File: src/core/scpm_pkg.sv
package scpm_pkg;

	// Clock control register 0 fields
	localparam int CTRL0_CLOCK_OUTPUT_PIN_SEL_LSB  = 0;
	localparam int CTRL0_WAIT_PERIPH_STP = 2;
	localparam int CTRL0_SUBCLK_PIN_SEL  = 4;
	localparam int CTRL0_MAIN_OSC_STOP   = 5;
	localparam int CTRL0_DIV_SEL0        = 6;
	localparam int CTRL0_SYS_CLK_SRC     = 7;
	localparam logic [7:0] CTRL0_RESET   = 8'h48;

	// Clock control register 1 fields
	localparam int CTRL1_ALL_CLK_STOP    = 0;
	localparam int CTRL1_DIV_SEL1_LSB    = 6;
	localparam logic [7:0] CTRL1_RESET   = 8'h20;

	// Clock output select codes
	localparam logic [1:0] CLOCK_OUTPUT_PIN_PORT   = 2'h0;
	localparam logic [1:0] CLOCK_OUTPUT_PIN_SUB    = 2'h1;
	localparam logic [1:0] CLOCK_OUTPUT_PIN_DIV8   = 2'h2;
	localparam logic [1:0] CLOCK_OUTPUT_PIN_DIV32  = 2'h3;

	// Division select 1 codes
	localparam logic [1:0] DIV1_NONE     = 2'h0;
	localparam logic [1:0] DIV1_BY2      = 2'h1;
	localparam logic [1:0] DIV1_BY4      = 2'h2;
	localparam logic [1:0] DIV1_BY16     = 2'h3;

	// Prescaler width and the bit positions of the div8 and div32 output clocks
	localparam int PRESC_W               = 5;
	localparam int PRESC_DIV8_BIT        = 2;
	localparam int PRESC_DIV32_BIT       = 4;

	// Bus clock source selection
	typedef enum logic [2:0] {
		SCPM_SRC_DIV1,
		SCPM_SRC_DIV2,
		SCPM_SRC_DIV4,
		SCPM_SRC_DIV8,
		SCPM_SRC_DIV16,
		SCPM_SRC_SUB
	} scpm_src_type;

	// Power state
	typedef enum logic [1:0] {
		SCPM_RUN,
		SCPM_WAIT,
		SCPM_STOP
	} scpm_pwr_type;

endpackage

File: src/core/scpm_presc_if.sv
`timescale 1ns/100ps
interface scpm_presc_if;
	import scpm_pkg::*;

	logic               run;
	logic [PRESC_W-1:0] count;

	modport core (output run, input count);
	modport presc (input run, output count);
endinterface

File: src/core/scpm_prescaler.sv
`timescale 1ns/100ps
module scpm_prescaler
	import scpm_pkg::*;
(
	input  wire logic  i_clk,
	input  wire logic  i_sys_rst,
	scpm_presc_if.presc p
);

	// Free-running main clock prescaler; holds its count while the oscillator is off
	always_ff @(posedge i_clk) begin
		if (i_sys_rst) begin
			p.count <= '0;
		end else if (p.run) begin
			p.count <= p.count + 1'b1;
		end
	end

endmodule

File: src/core/scpm_clock_power.sv
`timescale 1ns/100ps
// Contract
// [RQ1] Clock output select field routes div8, div32 or sub clock in single-chip mode.
// [RQ2] With peripheral stop bit set, wait freezes div8/div32 clock output.
// [RQ3] Writing one to all-clock stop bit stops oscillators, enters stop mode.
// [RQ4] Stop mode halts bus, peripheral, sub-derived and converter clocks, watchdog too.
// [RQ5] In stop, only external-pulse timers and external-clock serial units run.
// [RQ6] Stop ends on reset or interrupt; software enables the wake interrupt first.
// [RQ7] Entering stop forces division select bit 0 to one.
// [RQ8] Stop with memory expansion: strobes, bus clock, ALE high; bus lines held.
// [RQ9] Single-chip stop: sub clock output high, div8/div32 output keeps level.
// [RQ10] Wait stops bus clock and watchdog; oscillators keep running.
// [RQ11] Peripheral stop bit set at wait gates peripheral clocks during wait.
// [RQ12] Wait ends on reset or interrupt; resumes with bus clock source selected before.
// [RQ13] Wait with memory expansion: strobes, bus clock, ALE high; bus lines held.
// [RQ14] Single-chip wait: sub output runs; div8/div32 runs unless stop bit set.
// [RQ15] After reset bus clock is main clock divided by eight.
// [RQ16] Division select 1 picks divide 1, 2, 4 or 16 when others zero.
// [RQ17] Source select zero and division bit 0 one give divide by eight.
// [RQ18] Source select and sub pin select one, main stop zero: sub clock bus.
// [RQ19] All three bits one: sub clock bus and main oscillator stopped.
// [RQ20] Software waits for oscillator stability before leaving divide-by-eight or low-speed.
// [RQ21] Software allows sub clock two to three seconds settling after start.
module scpm_clock_power
	import scpm_pkg::*;
#(
	parameter int ADDR_W = 20,
	parameter int DATA_W = 16,
	parameter int CS_W   = 4,
	parameter int PORT_W = 8
) (
	input  wire logic              i_clk,
	input  wire logic              i_sys_rst,
	input  wire logic              i_single_chip,
	input  wire logic              i_ctrl0_wr,
	input  wire logic [7:0]        i_ctrl0_data,
	input  wire logic              i_ctrl1_wr,
	input  wire logic [7:0]        i_ctrl1_data,
	input  wire logic              i_wait_exec,
	input  wire logic              i_wake_irq,
	input  wire logic              i_sub_clock,
	input  wire logic [6:0]        i_strobe_n,
	input  wire logic [ADDR_W-1:0] i_bus_addr,
	input  wire logic [DATA_W-1:0] i_bus_data,
	input  wire logic [CS_W-1:0]   i_chip_select_lines,
	input  wire logic [PORT_W-1:0] i_port,
	output logic [7:0]             o_ctrl0,
	output logic [7:0]             o_ctrl1,
	output logic                   o_stop_mode,
	output logic                   o_wait_mode,
	output logic                   o_bus_clk_tick,
	output logic                   o_bus_clk_level,
	output logic                   o_periph_clk_en,
	output logic                   o_converter_clk_en,
	output logic                   o_wdt_clk_en,
	output logic                   o_ext_source_only,
	output logic                   o_main_osc_en,
	output logic                   o_sub_osc_en,
	output logic                   o_clock_output_pin,
	output logic                   o_clock_output_pin_oe,
	output logic [6:0]             o_strobe_n,
	output logic [ADDR_W-1:0]      o_bus_addr,
	output logic [DATA_W-1:0]      o_bus_data,
	output logic [CS_W-1:0]        o_chip_select_lines,
	output logic [PORT_W-1:0]      o_port
);

	// Refuse widths the pin hold logic cannot serve
	if (ADDR_W < 1 || DATA_W < 1 || CS_W < 1 || PORT_W < 1) begin : g_chk
		$error("scpm_clock_power: pin widths must be at least one");
	end

	scpm_presc_if presc_bus ();

	scpm_prescaler u_presc (
		.i_clk     (i_clk),
		.i_sys_rst (i_sys_rst),
		.p         (presc_bus.presc)
	);

	logic [7:0]   ctrl0;
	logic [7:0]   ctrl1;
	scpm_pwr_type pwr;
	logic         wait_periph_stop;
	logic         sub_s1;
	logic         sub_s2;
	logic         sub_s3;
	logic         clock_output_pin_hold;

	// Decoded control fields
	wire logic [1:0] clock_output_pin_sel   = ctrl0[CTRL0_CLOCK_OUTPUT_PIN_SEL_LSB +: 2];
	wire logic       src_sub      = ctrl0[CTRL0_SYS_CLK_SRC];
	wire logic       div_sel0     = ctrl0[CTRL0_DIV_SEL0];
	wire logic       main_stop    = ctrl0[CTRL0_MAIN_OSC_STOP];
	wire logic       sub_pin_sel  = ctrl0[CTRL0_SUBCLK_PIN_SEL];
	wire logic [1:0] div_sel1     = ctrl1[CTRL1_DIV_SEL1_LSB +: 2];
	wire logic       in_stop      = (pwr == SCPM_STOP);
	wire logic       in_wait      = (pwr == SCPM_WAIT);
	wire logic       low_power    = in_stop | in_wait;
	wire logic       stop_request = i_ctrl1_wr & i_ctrl1_data[CTRL1_ALL_CLK_STOP];

	// Divided-clock ticks: the count's low bits all ones marks one cycle per period
	logic [PRESC_W-1:0] div_tick;
	genvar k;
	for (k = 0; k < PRESC_W; k++) begin : g_tick
		assign div_tick[k] = &presc_bus.count[k:0];
	end

	// Sub clock rising edge, read only from the second synchroniser stage onward
	wire logic sub_tick = sub_s2 & ~sub_s3;

	// Bus clock source decode
	scpm_src_type src;
	always_comb begin
		// [RQ18] [RQ19] sub clock source
		if (src_sub) begin
			src = SCPM_SRC_SUB;
		// [RQ17] [RQ15] fixed divide by eight
		end else if (div_sel0) begin
			src = SCPM_SRC_DIV8;
		end else begin
			// [RQ16] division select 1
			case (div_sel1)
				DIV1_NONE: src = SCPM_SRC_DIV1;
				DIV1_BY2:  src = SCPM_SRC_DIV2;
				DIV1_BY4:  src = SCPM_SRC_DIV4;
				DIV1_BY16: src = SCPM_SRC_DIV16;
				default:   src = SCPM_SRC_DIV8;
			endcase
		end
	end

	// Tick and pin level of the selected source; a stopped main oscillator gives none
	logic src_tick;
	logic src_level;
	always_comb begin
		case (src)
			SCPM_SRC_DIV1: begin
				src_tick  = 1'b1;
				src_level = presc_bus.count[0];
			end
			SCPM_SRC_DIV2: begin
				src_tick  = div_tick[0];
				src_level = presc_bus.count[0];
			end
			SCPM_SRC_DIV4: begin
				src_tick  = div_tick[1];
				src_level = presc_bus.count[1];
			end
			SCPM_SRC_DIV8: begin
				src_tick  = div_tick[2];
				src_level = presc_bus.count[2];
			end
			SCPM_SRC_DIV16: begin
				src_tick  = div_tick[3];
				src_level = presc_bus.count[3];
			end
			SCPM_SRC_SUB: begin
				src_tick  = sub_tick;
				src_level = sub_s2;
			end
			default: begin
				src_tick  = 1'b0;
				src_level = 1'b1;
			end
		endcase
	end
	wire logic main_src_dead = (src != SCPM_SRC_SUB) & main_stop;

	// [RQ3] [RQ4] oscillators stop in stop mode; main also stops on its own stop bit
	assign presc_bus.run = ~in_stop & ~main_stop;

	// Clock output pin level for the selected source
	logic clock_output_pin_next;
	logic clock_output_pin_freeze;
	always_comb begin
		clock_output_pin_freeze = 1'b0;
		case (clock_output_pin_sel)
			// [RQ9] [RQ14] sub output high in stop, runs in wait
			CLOCK_OUTPUT_PIN_SUB:   clock_output_pin_next = in_stop ? 1'b1 : sub_s2;
			// [RQ1] divided prescaler clocks
			CLOCK_OUTPUT_PIN_DIV8: begin
				clock_output_pin_next   = presc_bus.count[PRESC_DIV8_BIT];
				clock_output_pin_freeze = 1'b1;
			end
			CLOCK_OUTPUT_PIN_DIV32: begin
				clock_output_pin_next   = presc_bus.count[PRESC_DIV32_BIT];
				clock_output_pin_freeze = 1'b1;
			end
			default:      clock_output_pin_next = 1'b0;
		endcase
	end
	// [RQ2] [RQ9] [RQ14] divided outputs keep their level in stop, or in wait with stop bit
	assign clock_output_pin_hold = clock_output_pin_freeze & (in_stop | (in_wait & wait_periph_stop));

	// Two-stage synchroniser and edge stage for the sub clock pin
	always_ff @(posedge i_clk) begin
		if (i_sys_rst) begin
			sub_s1 <= 1'b0;
			sub_s2 <= 1'b0;
			sub_s3 <= 1'b0;
		end else begin
			sub_s1 <= i_sub_clock;
			sub_s2 <= sub_s1;
			sub_s3 <= sub_s2;
		end
	end

	// Control registers; writes are ignored while the CPU is halted
	always_ff @(posedge i_clk) begin
		if (i_sys_rst) begin
			ctrl0 <= CTRL0_RESET;
			ctrl1 <= CTRL1_RESET;
		end else if (stop_request && pwr == SCPM_RUN) begin
			ctrl1 <= i_ctrl1_data;
			// [RQ7] division select bit 0 forced on stop entry
			ctrl0[CTRL0_DIV_SEL0] <= 1'b1;
		end else if (in_stop && i_wake_irq) begin
			// Stop bit drops as the device wakes
			ctrl1[CTRL1_ALL_CLK_STOP] <= 1'b0;
		end else if (pwr == SCPM_RUN) begin
			if (i_ctrl0_wr) begin
				ctrl0 <= i_ctrl0_data;
			end
			if (i_ctrl1_wr) begin
				ctrl1 <= i_ctrl1_data;
			end
		end
	end

	// Power state sequencing
	always_ff @(posedge i_clk) begin
		if (i_sys_rst) begin
			pwr              <= SCPM_RUN;
			wait_periph_stop <= 1'b0;
		end else begin
			case (pwr)
				SCPM_RUN: begin
					// [RQ3] stop entry
					if (stop_request) begin
						pwr <= SCPM_STOP;
					// [RQ10] [RQ11] wait entry latches the peripheral stop bit
					end else if (i_wait_exec) begin
						pwr              <= SCPM_WAIT;
						wait_periph_stop <= ctrl0[CTRL0_WAIT_PERIPH_STP];
					end
				end
				// [RQ6] [RQ12] interrupt wake; source registers untouched in wait
				SCPM_WAIT: begin
					if (i_wake_irq) begin
						pwr <= SCPM_RUN;
					end
				end
				SCPM_STOP: begin
					if (i_wake_irq) begin
						pwr <= SCPM_RUN;
					end
				end
				default: pwr <= SCPM_RUN;
			endcase
		end
	end

	// Clock enables and status outputs
	always_ff @(posedge i_clk) begin
		if (i_sys_rst) begin
			o_stop_mode        <= 1'b0;
			o_wait_mode        <= 1'b0;
			o_bus_clk_tick     <= 1'b0;
			o_periph_clk_en    <= 1'b1;
			o_converter_clk_en <= 1'b1;
			o_wdt_clk_en       <= 1'b1;
			o_ext_source_only  <= 1'b0;
			o_main_osc_en      <= 1'b1;
			o_sub_osc_en       <= 1'b1;
		end else begin
			o_stop_mode        <= in_stop;
			o_wait_mode        <= in_wait;
			// [RQ4] [RQ10] bus clock halted in both low-power states
			o_bus_clk_tick     <= ~low_power & ~main_src_dead & src_tick;
			// [RQ4] [RQ11] peripheral and converter clocks
			o_periph_clk_en    <= ~in_stop & ~(in_wait & wait_periph_stop);
			o_converter_clk_en <= ~in_stop & ~(in_wait & wait_periph_stop);
			// [RQ10] watchdog halted
			o_wdt_clk_en       <= ~low_power;
			// [RQ5] only externally clocked timers and serial units
			o_ext_source_only  <= in_stop;
			// [RQ19] main oscillator off
			o_main_osc_en      <= ~in_stop & ~main_stop;
			o_sub_osc_en       <= ~in_stop;
		end
	end

	// Pin behaviour; the bus clock pin follows a counter bit for main-clock sources, so divide-by-1 shows half rate
	always_ff @(posedge i_clk) begin
		if (i_sys_rst) begin
			o_bus_clk_level       <= 1'b1;
			o_strobe_n            <= '1;
			o_bus_addr            <= '0;
			o_bus_data            <= '0;
			o_chip_select_lines   <= '1;
			o_port                <= '0;
			o_clock_output_pin    <= 1'b0;
			o_clock_output_pin_oe <= 1'b0;
		end else begin
			// [RQ8] [RQ13] strobes and bus clock high, bus lines and ports held
			o_bus_clk_level <= low_power ? 1'b1 : src_level;
			o_strobe_n      <= low_power ? '1 : i_strobe_n;
			if (!low_power) begin
				o_bus_addr          <= i_bus_addr;
				o_bus_data          <= i_bus_data;
				o_chip_select_lines <= i_chip_select_lines;
				o_port              <= i_port;
			end
			// [RQ1] clock output only in single-chip mode
			o_clock_output_pin_oe <= i_single_chip & (clock_output_pin_sel != CLOCK_OUTPUT_PIN_PORT);
			if (!clock_output_pin_hold) begin
				o_clock_output_pin <= i_single_chip & clock_output_pin_next;
			end
		end
	end

	assign o_ctrl0 = ctrl0;
	assign o_ctrl1 = ctrl1;

endmodule

File: config.mk
export PLATFORM = sky130hd
export DESIGN_NAME = scpm_clock_power
export DESIGN_NICKNAME = d
export VERILOG_FILES = /design/src/core/scpm_pkg.sv /design/src/core/scpm_presc_if.sv /design/src/core/scpm_prescaler.sv /design/src/core/scpm_clock_power.sv
export SDC_FILE = /design/constraint.sdc
export NUM_CORES = 1
export LEC_CHECK = 0
export CORE_UTILIZATION = 40
export DETAILED_ROUTE_END_ITERATION = 10
export DONT_BUFFER_PORTS = 1
export HOLD_SLACK_MARGIN = 0.05
export SYNTH_ARGS = -nofsm -noshare
export SYNTH_HDL_FRONTEND = slang
export SYNTH_HIERARCHICAL = 1
export SYNTH_SLANG_ARGS = --single-unit
File: constraint.sdc
create_clock -name i_clk -period 1.9 [get_ports i_clk]
set_input_delay 0.285 -clock i_clk [delete_from_list [all_inputs] [get_ports i_clk]]
set_output_delay 0.285 -clock i_clk [all_outputs]
set_load 0.01 [all_outputs]
==> out/results.ini, run 1 <==
[grt]
antenna_found_initial = 0
first_global_vias = 2349
grt_usage = 0.169
grt_remaining_overflow = 0
grt_max_degree = 84
grt_pass1_wl_mm = 11.6

[drt]
antenna_left = 0
routedWlPerCell_um = 16.2
drt-total-wl_mm = 7.53
via_count = 2443
viasPerCell = 5.27
drt_iter0_drc = 46
drcViolationCount = 0
firstDrtPassIters = 4

[place]
io_buffer_count = 0
post-place-ws_ns = 0.316
dp_cells = 432
dp_hpwl_mm = 4.96
place_congestion = 0.705

[setup_path]
crit_top_cell = nand2_1
max_stage_delay_ns = 0.55
cp.required_ns = 2.20
start_kind = register
crit_path_start = pwr[1]
r2r_cells = 6
cp_cell_sequence = inv_1, ha_4, nand2_1, nand2_1, a21oi_1, dlygate4sd3_1
crit_arrival_ns = 2.00
critPathSlowestCell = dlygate4sd3_1
cp-end-kind = register
path_class = reg2reg
crit_path_max_fanout = 9
timing.rr.start = pwr[1]

[floorplanning]
die_w_um = 95.0
dieArea_um2 = 9030
dieHeight_um = 95.0
core-area_um2 = 8300
ios = 162
initial_core_util = 0.417
placementRows = 33

[final_layout]
layout-drive-gt1-share = 0.0891
fin_nets = 437
area_growth_pct = 13.5
final_core_util = 0.473
n_antenna_cell = 0
final_cell_count_no_fill = 464

[logic_synthesis]
synthArstFlopShare = 0
netlist_area_um2 = 3460
ys_warn_count = 6
ys_types = 42
synth_ff_type = dfxtp_1
synth_nets = 430
netlist_instances = 347
synth-edff-count = 0
synth.avg_cell_area_um2 = 9.98
yosys_register_bits = 92
seq_area_frac_synth = 0.532

[clock_network]
h-tree-depth = 3
cts-root-buf = clkbuf_8
clock_sinks = 92
cts.clk_slew.worst_paths_ns = 0.09
post_cts_buffers = 0
cts_max_path_buffers = 2
clock_latency_ns = 0.35
cts_buffers = 9
cts_tree = yes

[hold_path]
hp-class = in2reg
hold_path_depth = 2
hp-start = i_ctrl1_data[6]

[power_and_ir_drop]
power_per_cell_area_nw_per_um2 = 1120
ir_drop_mv = 0.461
leakage_nw = 1.56

[sta]
fin_setup_tns_ns = 0
layout_setup_ws_ns = 0.195
slew-limit-headroom = 0.723
timing.fmax_mhz = 586
maxSlewViolCount = 0
fin_skew_ns = 0.0127
tightest_slew_ns = 0.414
setup_viol = 0
hold_viol = 0
rsz0062_at_grt = false
period_share = 0.898
min_period_ns = 1.71

[flow_run]
max_cap_viol_count = 0

[run_status]
status = complete, no violations

[synthesized netlist by cell type, drive strengths merged (6+ instances only)]
master  count  share of area
o31ai       6          0.013
nor2       53          0.057
nor2b      13          0.023
a21oi      22          0.032
nand2      21          0.023
dfxtp      92           0.53
clkbuf     11          0.012
inv         6         0.0065
mux2i      46           0.13
buf        13          0.024
nand4      10          0.022
or3         7          0.013
[critical path: cells and delay by family, from the launching register on]
family | cells | cell delay, ns
buffers and inverters | 2 | 0.64
adder cells (fa/ha/maj) | 1 | 0.19
AND/OR/NAND/NOR | 2 | 0.33
AO/OA/AOI/OAI | 1 | 0.14
flip-flops | 1 | 0.36
[layout by cell type, fill, tap and decap left out, types with 2 or more instances in the layout]
cell type | Yosys | final
ha_1 | 4 | 3
o31ai_1 | 6 | 6
nand3b_1 | 2 | 2
nand3_1 | 3 | 3
mux2_4 | 2 | 2
nand2_1 | 21 | 21
nor2_1 | 53 | 53
buf_4 | 5 | 3
mux2i_1 | 46 | 46
bufinv_16 | 0 | 2
nand4_1 | 8 | 8
nor2b_1 | 13 | 13
or3_1 | 7 | 7
dlygate4sd3_1 | 0 | 15
o21ai_0 | 4 | 4
or2_2 | 2 | 2
inv_1 | 6 | 6
a21oi_1 | 22 | 22
and2_1 | 4 | 3
dfxtp_1 | 92 | 92
clkbuf_8 | 0 | 10
a211o_1 | 4 | 4
nand2b_1 | 4 | 4
clkinv_4 | 0 | 2
nand4_2 | 2 | 2
[worst paths after layout]
check | end | slack, ns
worst max register to register | o_ctrl1[2] | 0.19
worst min register to register | sub_s2 | 0.44
worst max-delay path | o_ctrl1[2] | 0.19
worst min-delay path | o_ctrl1[6] | 0.07
[repair_timing]
item | in CTS | in global routing
setup endpoints to repair | 0 | 2
hold buffers | 16 | 0
gates resized for setup | 0 | 1
hold endpoints to repair | 85 | 0
[report_power, final]
part / switching [mW] / internal (mW) / total [mW]
Clock: 0.670 / 0.783 / 1.45
Combinational: 0.304 / 0.301 / 0.605
Sequential: 0.221 / 2.11 / 2.33
[registers in the layout (all words and copies together), names as in the netlist, 2 cells and up]
signal and flops:
o_strobe_n 7, pwr 2, u_presc/p.count 5, o_port 8, o_bus_addr 20, o_chip_select_lines 4, o_bus_data 16, o_ctrl1 8
o_ctrl0 8
[kinds of logic after synthesis]
family | share of synthesized area
fa+ha+maj | 0.0145
xor+xnor | 0.00253
buf+inv | 0.0426
flops | 0.532
simple gates | 0.175
compound gates | 0.0889
mux | 0.145
[metrics by stage]
step / hold slack [ns] / instance area (µm²) / power [mW]
2_1_floorplan: 0.354 / 3460 / 2.82
3_3_place_gp: 0.365 / 3520 / 2.91
3_5_place_dp: 0.370 / 3520 / 2.93
4_1_cts: 0.0512 / 3930 / 4.45
5_1_grt: 0.0521 / 3930 / 4.62
6_report: 0.0743 / 3930 / 4.39
[metal layers]
layer / up-vias / wire (µm) / GRT usage
met1: 1134 / 3260 / 0.206
li1: 1201 / - / -
met3: 8 / 565 / 0.0598
met2: 100 / 3620 / 0.261
met4: 0 / 87 / 0.0846
met5: - / 0 / 0
[final cells by class]
type	count	area, µm²
clock buffer	11	141
tap	105	131
sequential	92	1840
fill	797	4370
inverter	6	22.5
multi-input combinational	225	1490
clock inverter	5	85.1
timing repair buffer	20	220
Power figures use the tool's default switching activity.
==> inputs of run 2 (changes only) <==
--- a/config.mk
+++ b/config.mk
@@ -6,6 +6,7 @@
 export NUM_CORES = 1
 export LEC_CHECK = 0
 export CORE_UTILIZATION = 40
+export CTS_BUF_LIST = sky130_fd_sc_hd__clkbuf_4
 export DETAILED_ROUTE_END_ITERATION = 10
 export DONT_BUFFER_PORTS = 1
 export HOLD_SLACK_MARGIN = 0.05
==> out/results.ini, run 2 (synthesized netlist as in run 1, its figures left out) <==
[final_layout]
fin_area_um2 = 4420
fin_nets = 492
area_growth_pct = 27.6
final_common_cell = dfxtp_1
layout-drive-gt1-share = 0.0773
final_cell_mix = dfxtp_1, dlygate4sd3_1, nor2_1
n_antenna_cell = 0
final_cell_count_no_fill = 519
top_register = o_bus_addr
nFillCells = 740
largest_reg_flops = 20
reg_top3 = o_bus_addr (20), o_bus_data (16)
final_core_util = 0.532

[setup_path]
start_kind = register
path_depth = 6
rrSetupSlack_ns = 0.16
cp-end-kind = register
critPathSlowestCell = dlygate4sd3_1
crit_top_cell = nand2_1
path_class = reg2reg
critPathTopFamily = buffers and inverters
crit_arrival_ns = 2.12
cp.required_ns = 2.28
critPathBufInv = 2
crit_path_max_fanout = 9
cp_cell_sequence = inv_1, ha_4, nand2_1, nand2_1, a21oi_1, dlygate4sd3_1
r2r_cells = 6
max_stage_delay_ns = 0.55

[clock_network]
cts.clk_slew.worst_paths_ns = 0.14
h-tree-depth = 3
clock_latency_ns = 0.43
cts_max_path_buffers = 2
cts_tree = yes
cts-root-buf = clkbuf_4
cts_buffers = 9
clock_sinks = 92
post_cts_buffers = 0

[sta]
holdWs_ns = 0.0806
layout_setup_ws_ns = 0.163
rsz0062_at_grt = false
timing.fmax_mhz = 576
min_period_ns = 1.74
slew-limit-headroom = 0.717
fin_setup_tns_ns = 0
tightest_slew_ns = 0.423
period_share = 0.914
setup_viol = 0
fin_skew_ns = 0.0167
maxSlewViolCount = 0
hold_viol = 0

[power_and_ir_drop]
total_power_mw = 4.24
power_per_cell_area_nw_per_um2 = 960
ir_drop_mv = 0.414
leakage_nw = 1.76

[floorplanning]
initial_core_util = 0.417
placementRows = 33
ios = 162
dieArea_um2 = 9030
die_w_um = 95.0
core-area_um2 = 8300
dieHeight_um = 95.0

[hold_path]
hold_path_depth = 2
hp-class = in2reg

[drt]
firstDrtPassIters = 4
antenna_left = 0
wl_met3_um = 539
routedWlPerCell_um = 16.1
drt-total-wl_mm = 8.35
via_count = 2692
maxUsedRoutingLayer = met4
drcViolationCount = 0
wl_met2_mm = 4.18
viasPerCell = 5.19
m1WireLength_mm = 3.46
drt_iter0_drc = 79

[place]
place_congestion = 0.705
dp_cells = 432
placed_cell_area_um2 = 3520
dp_hpwl_mm = 4.96
post-place-ws_ns = 0.316
io_buffer_count = 0

[grt]
grt_remaining_overflow = 0
grt_max_degree = 89
antenna_found_initial = 0
grt_usage = 0.189
first_global_vias = 2751
grt_pass1_wl_mm = 13.0

[flow_run]
max_cap_viol_count = 0

[run_status]
status = complete, no violations

==> run 2: where the power goes <==
part	internal, mW	total, mW	switching [mW]
combinational	0.375	0.711	0.336
clock	0.549	1.19	0.641
sequential	2.11	2.34	0.227
total	3.03	4.24	1.21
==> run 2: repair_timing <==
action	CTS	global route
endpoints found under the setup margin	0	1
hold endpoints to repair	90	0
hold buffers	71	0
gates resized for setup	0	1
==> run 2: worst paths after layout <==
kind                                   from               end
worst max-delay path                 pwr[1]        o_ctrl1[7]
worst min-delay path            i_wait_exec  wait_periph_stop
worst max register to register       pwr[1]        o_ctrl1[7]
worst min register to register       sub_s1            sub_s2
==> run 2: area by class of cell <==
class	count	area (µm²)	area share
Sequential cell	92	1840	0.417
Multi-Input combinational cell	225	1490	0.337
Timing Repair Buffer	75	771	0.175
Tap cell	105	131	0.0297
Clock inverter	6	88.8	0.0201
Clock buffer	10	75.1	0.0170
Inverter	6	22.5	0.00510
==> run 2: per-layer routing <==
| metal | track usage | vias to the layer above |
|---|---|---|
| li1 | - | 1308 |
| met1 | 0.217 | 1264 |
| met2 | 0.323 | 102 |
| met3 | 0.0606 | 18 |
| met4 | 0.0833 | 0 |
| met5 | 0 | - |
==> inputs of run 3 (changes only) <==
--- a/config.mk
+++ b/config.mk
@@ -5,11 +5,14 @@
 export SDC_FILE = /design/constraint.sdc
 export NUM_CORES = 1
 export LEC_CHECK = 0
+export CELL_PAD_IN_SITES_DETAIL_PLACEMENT = 1
+export CELL_PAD_IN_SITES_GLOBAL_PLACEMENT = 1
 export CORE_UTILIZATION = 40
 export CTS_BUF_LIST = sky130_fd_sc_hd__clkbuf_4
 export DETAILED_ROUTE_END_ITERATION = 10
 export DONT_BUFFER_PORTS = 1
 export HOLD_SLACK_MARGIN = 0.05
+export PLACE_DENSITY_LB_ADDON = 0.1
 export SYNTH_ARGS = -nofsm -noshare
 export SYNTH_HDL_FRONTEND = slang
 export SYNTH_HIERARCHICAL = 1
==> out/results.ini, run 3 (synthesized netlist as in run 1, its figures left out) <==
[power_and_ir_drop]
p_clk_frac = 0.279
switching_power_mw = 1.22
power_per_cell_area_nw_per_um2 = 965
p_comb_frac = 0.174
sw_frac_of_total = 0.284
p_int_mw = 3.06
ir_drop_mv = 0.449
leakage_nw = 1.77
p_seq_frac = 0.547

[drt]
maxUsedRoutingLayer = met4
routedWlPerCell_um = 18.0
drcViolationCount = 0
via_count = 2738
viasPerCell = 5.27
drt-total-wl_mm = 9.34
drt_iter0_drc = 67
antenna_left = 0
m1WireLength_mm = 3.66
firstDrtPassIters = 4
wl_met3_um = 654
wl_met2_mm = 4.85

[setup_path]
cp-end-kind = register
regToRegEndpoint = o_bus_addr[4]
r2r_cells = 5
crit_path_max_fanout = 23
path_class = reg2reg
endpoint = o_bus_addr[4]
cp.required_ns = 2.20
timing.rr.start = pwr[0]
crit_arrival_ns = 1.93
rrSetupSlack_ns = 0.27
start_kind = register
crit_path_start = pwr[0]

[grt]
grt_remaining_overflow = 0
first_global_vias = 2855
grt_pass1_wl_mm = 14.3
antenna_found_initial = 0
grt_usage = 0.210
grt_max_degree = 89

[clock_network]
h-tree-depth = 3
cts_tree = yes
cts_max_path_buffers = 2
cts_buffers = 9
clock_sinks = 92
cts.clk_slew.worst_paths_ns = 0.14
post_cts_buffers = 0
clock_latency_ns = 0.42
cts-root-buf = clkbuf_4

[place]
dp_hpwl_mm = 5.65
place_congestion = 0.680
io_buffer_count = 0
placed_cell_area_um2 = 3550

[sta]
fin_skew_ns = 0.0182
timing.fmax_mhz = 615
maxSlewViolCount = 0
period_share = 0.856
tightest_slew_ns = 0.357
min_period_ns = 1.63
hold_viol = 0
slew-limit-headroom = 0.756
rsz0062_at_grt = false
fin_setup_tns_ns = 0
setup_viol = 0

[final_layout]
n_antenna_cell = 0
area_growth_pct = 28.2
reg_top3 = o_bus_addr (20), o_bus_data (16)
largest_reg_flops = 20
fin_nets = 494
top_register = o_bus_addr
fin_area_um2 = 4440
final_cell_mix = dfxtp_1, dlygate4sd3_1, nor2_1
final_common_cell = dfxtp_1
layout-drive-gt1-share = 0.0795

[hold_path]
hp-class = in2reg
hp-start = i_chip_select_lines[3]

[floorplanning]
dieHeight_um = 95.0
ios = 162
initial_core_util = 0.417
die_w_um = 95.0
placementRows = 33
dieArea_um2 = 9030
core-area_um2 = 8300

[flow_run]
max_cap_viol_count = 0

[run_status]
status = complete, no violations

==> run 3: worst min-delay path by stage <==
stage,to,slack [ns],cells past startpoint
2_1_floorplan,u_presc/p.count[2],0.35,1
3_3_place_gp,o_ctrl1[7],0.37,1
3_5_place_dp,o_ctrl0[2],0.37,1
4_1_cts,o_chip_select_lines[3],0.06,2
5_1_grt,o_chip_select_lines[3],0.05,2
6_report,o_chip_select_lines[3],0.09,2
==> run 3: power groups by stage <==
stage / logic, mW / clock network, mW / registers, mW
2_1_floorplan: 0.493 / 0 / 2.33
4_1_cts: 0.740 / 1.24 / 2.34
5_1_grt: 0.824 / 1.32 / 2.37
3_5_place_dp: 0.588 / 0 / 2.38
3_3_place_gp: 0.564 / 0 / 2.38
6_report: 0.747 / 1.19 / 2.34
==> run 3: layout make-up <==
type | instances | area [µm²]
clock buffer | 11 | 82.6
clock inverter | 4 | 75.1
timing repair buffer | 77 | 798
tap | 105 | 131
sequential | 92 | 1840
inverter | 6 | 22.5
multi-input combinational | 225 | 1490
fill | 887 | 3860
==> run 3: worst max-delay path: stages (launching register included) <==
cell	delay, ns
dfxtp_1	0.37
inv_1	0.09
ha_4	0.50
buf_4	0.24
mux2i_1	0.24
nor2_1	0.06
==> run 3: what timing repair did <==
item,in CTS,in global routing
hold buffers,71,0
hold endpoints to repair,90,0
resized for setup,0,0
==> run 3: per-stage QoR <==
step	power, mW	std cells	worst slack, ns	hold WS, ns	utilization
3_3_place_gp	2.94	434	0.388	0.366	0.428
2_1_floorplan	2.82	347	0.383	0.354	-
4_1_cts	4.32	520	0.289	0.0570	0.535
6_report	4.28	520	0.275	0.0862	0.535
5_1_grt	4.51	520	0.181	0.0539	0.535
3_5_place_dp	2.97	434	0.297	0.368	0.428
==> run 3: metal layers <==
metal  track usage  vias to the layer above
li1              -                     1309
met5             0                        -
met1         0.228                     1313
met3        0.0662                       14
met2         0.376                      102
met4        0.0859                        0
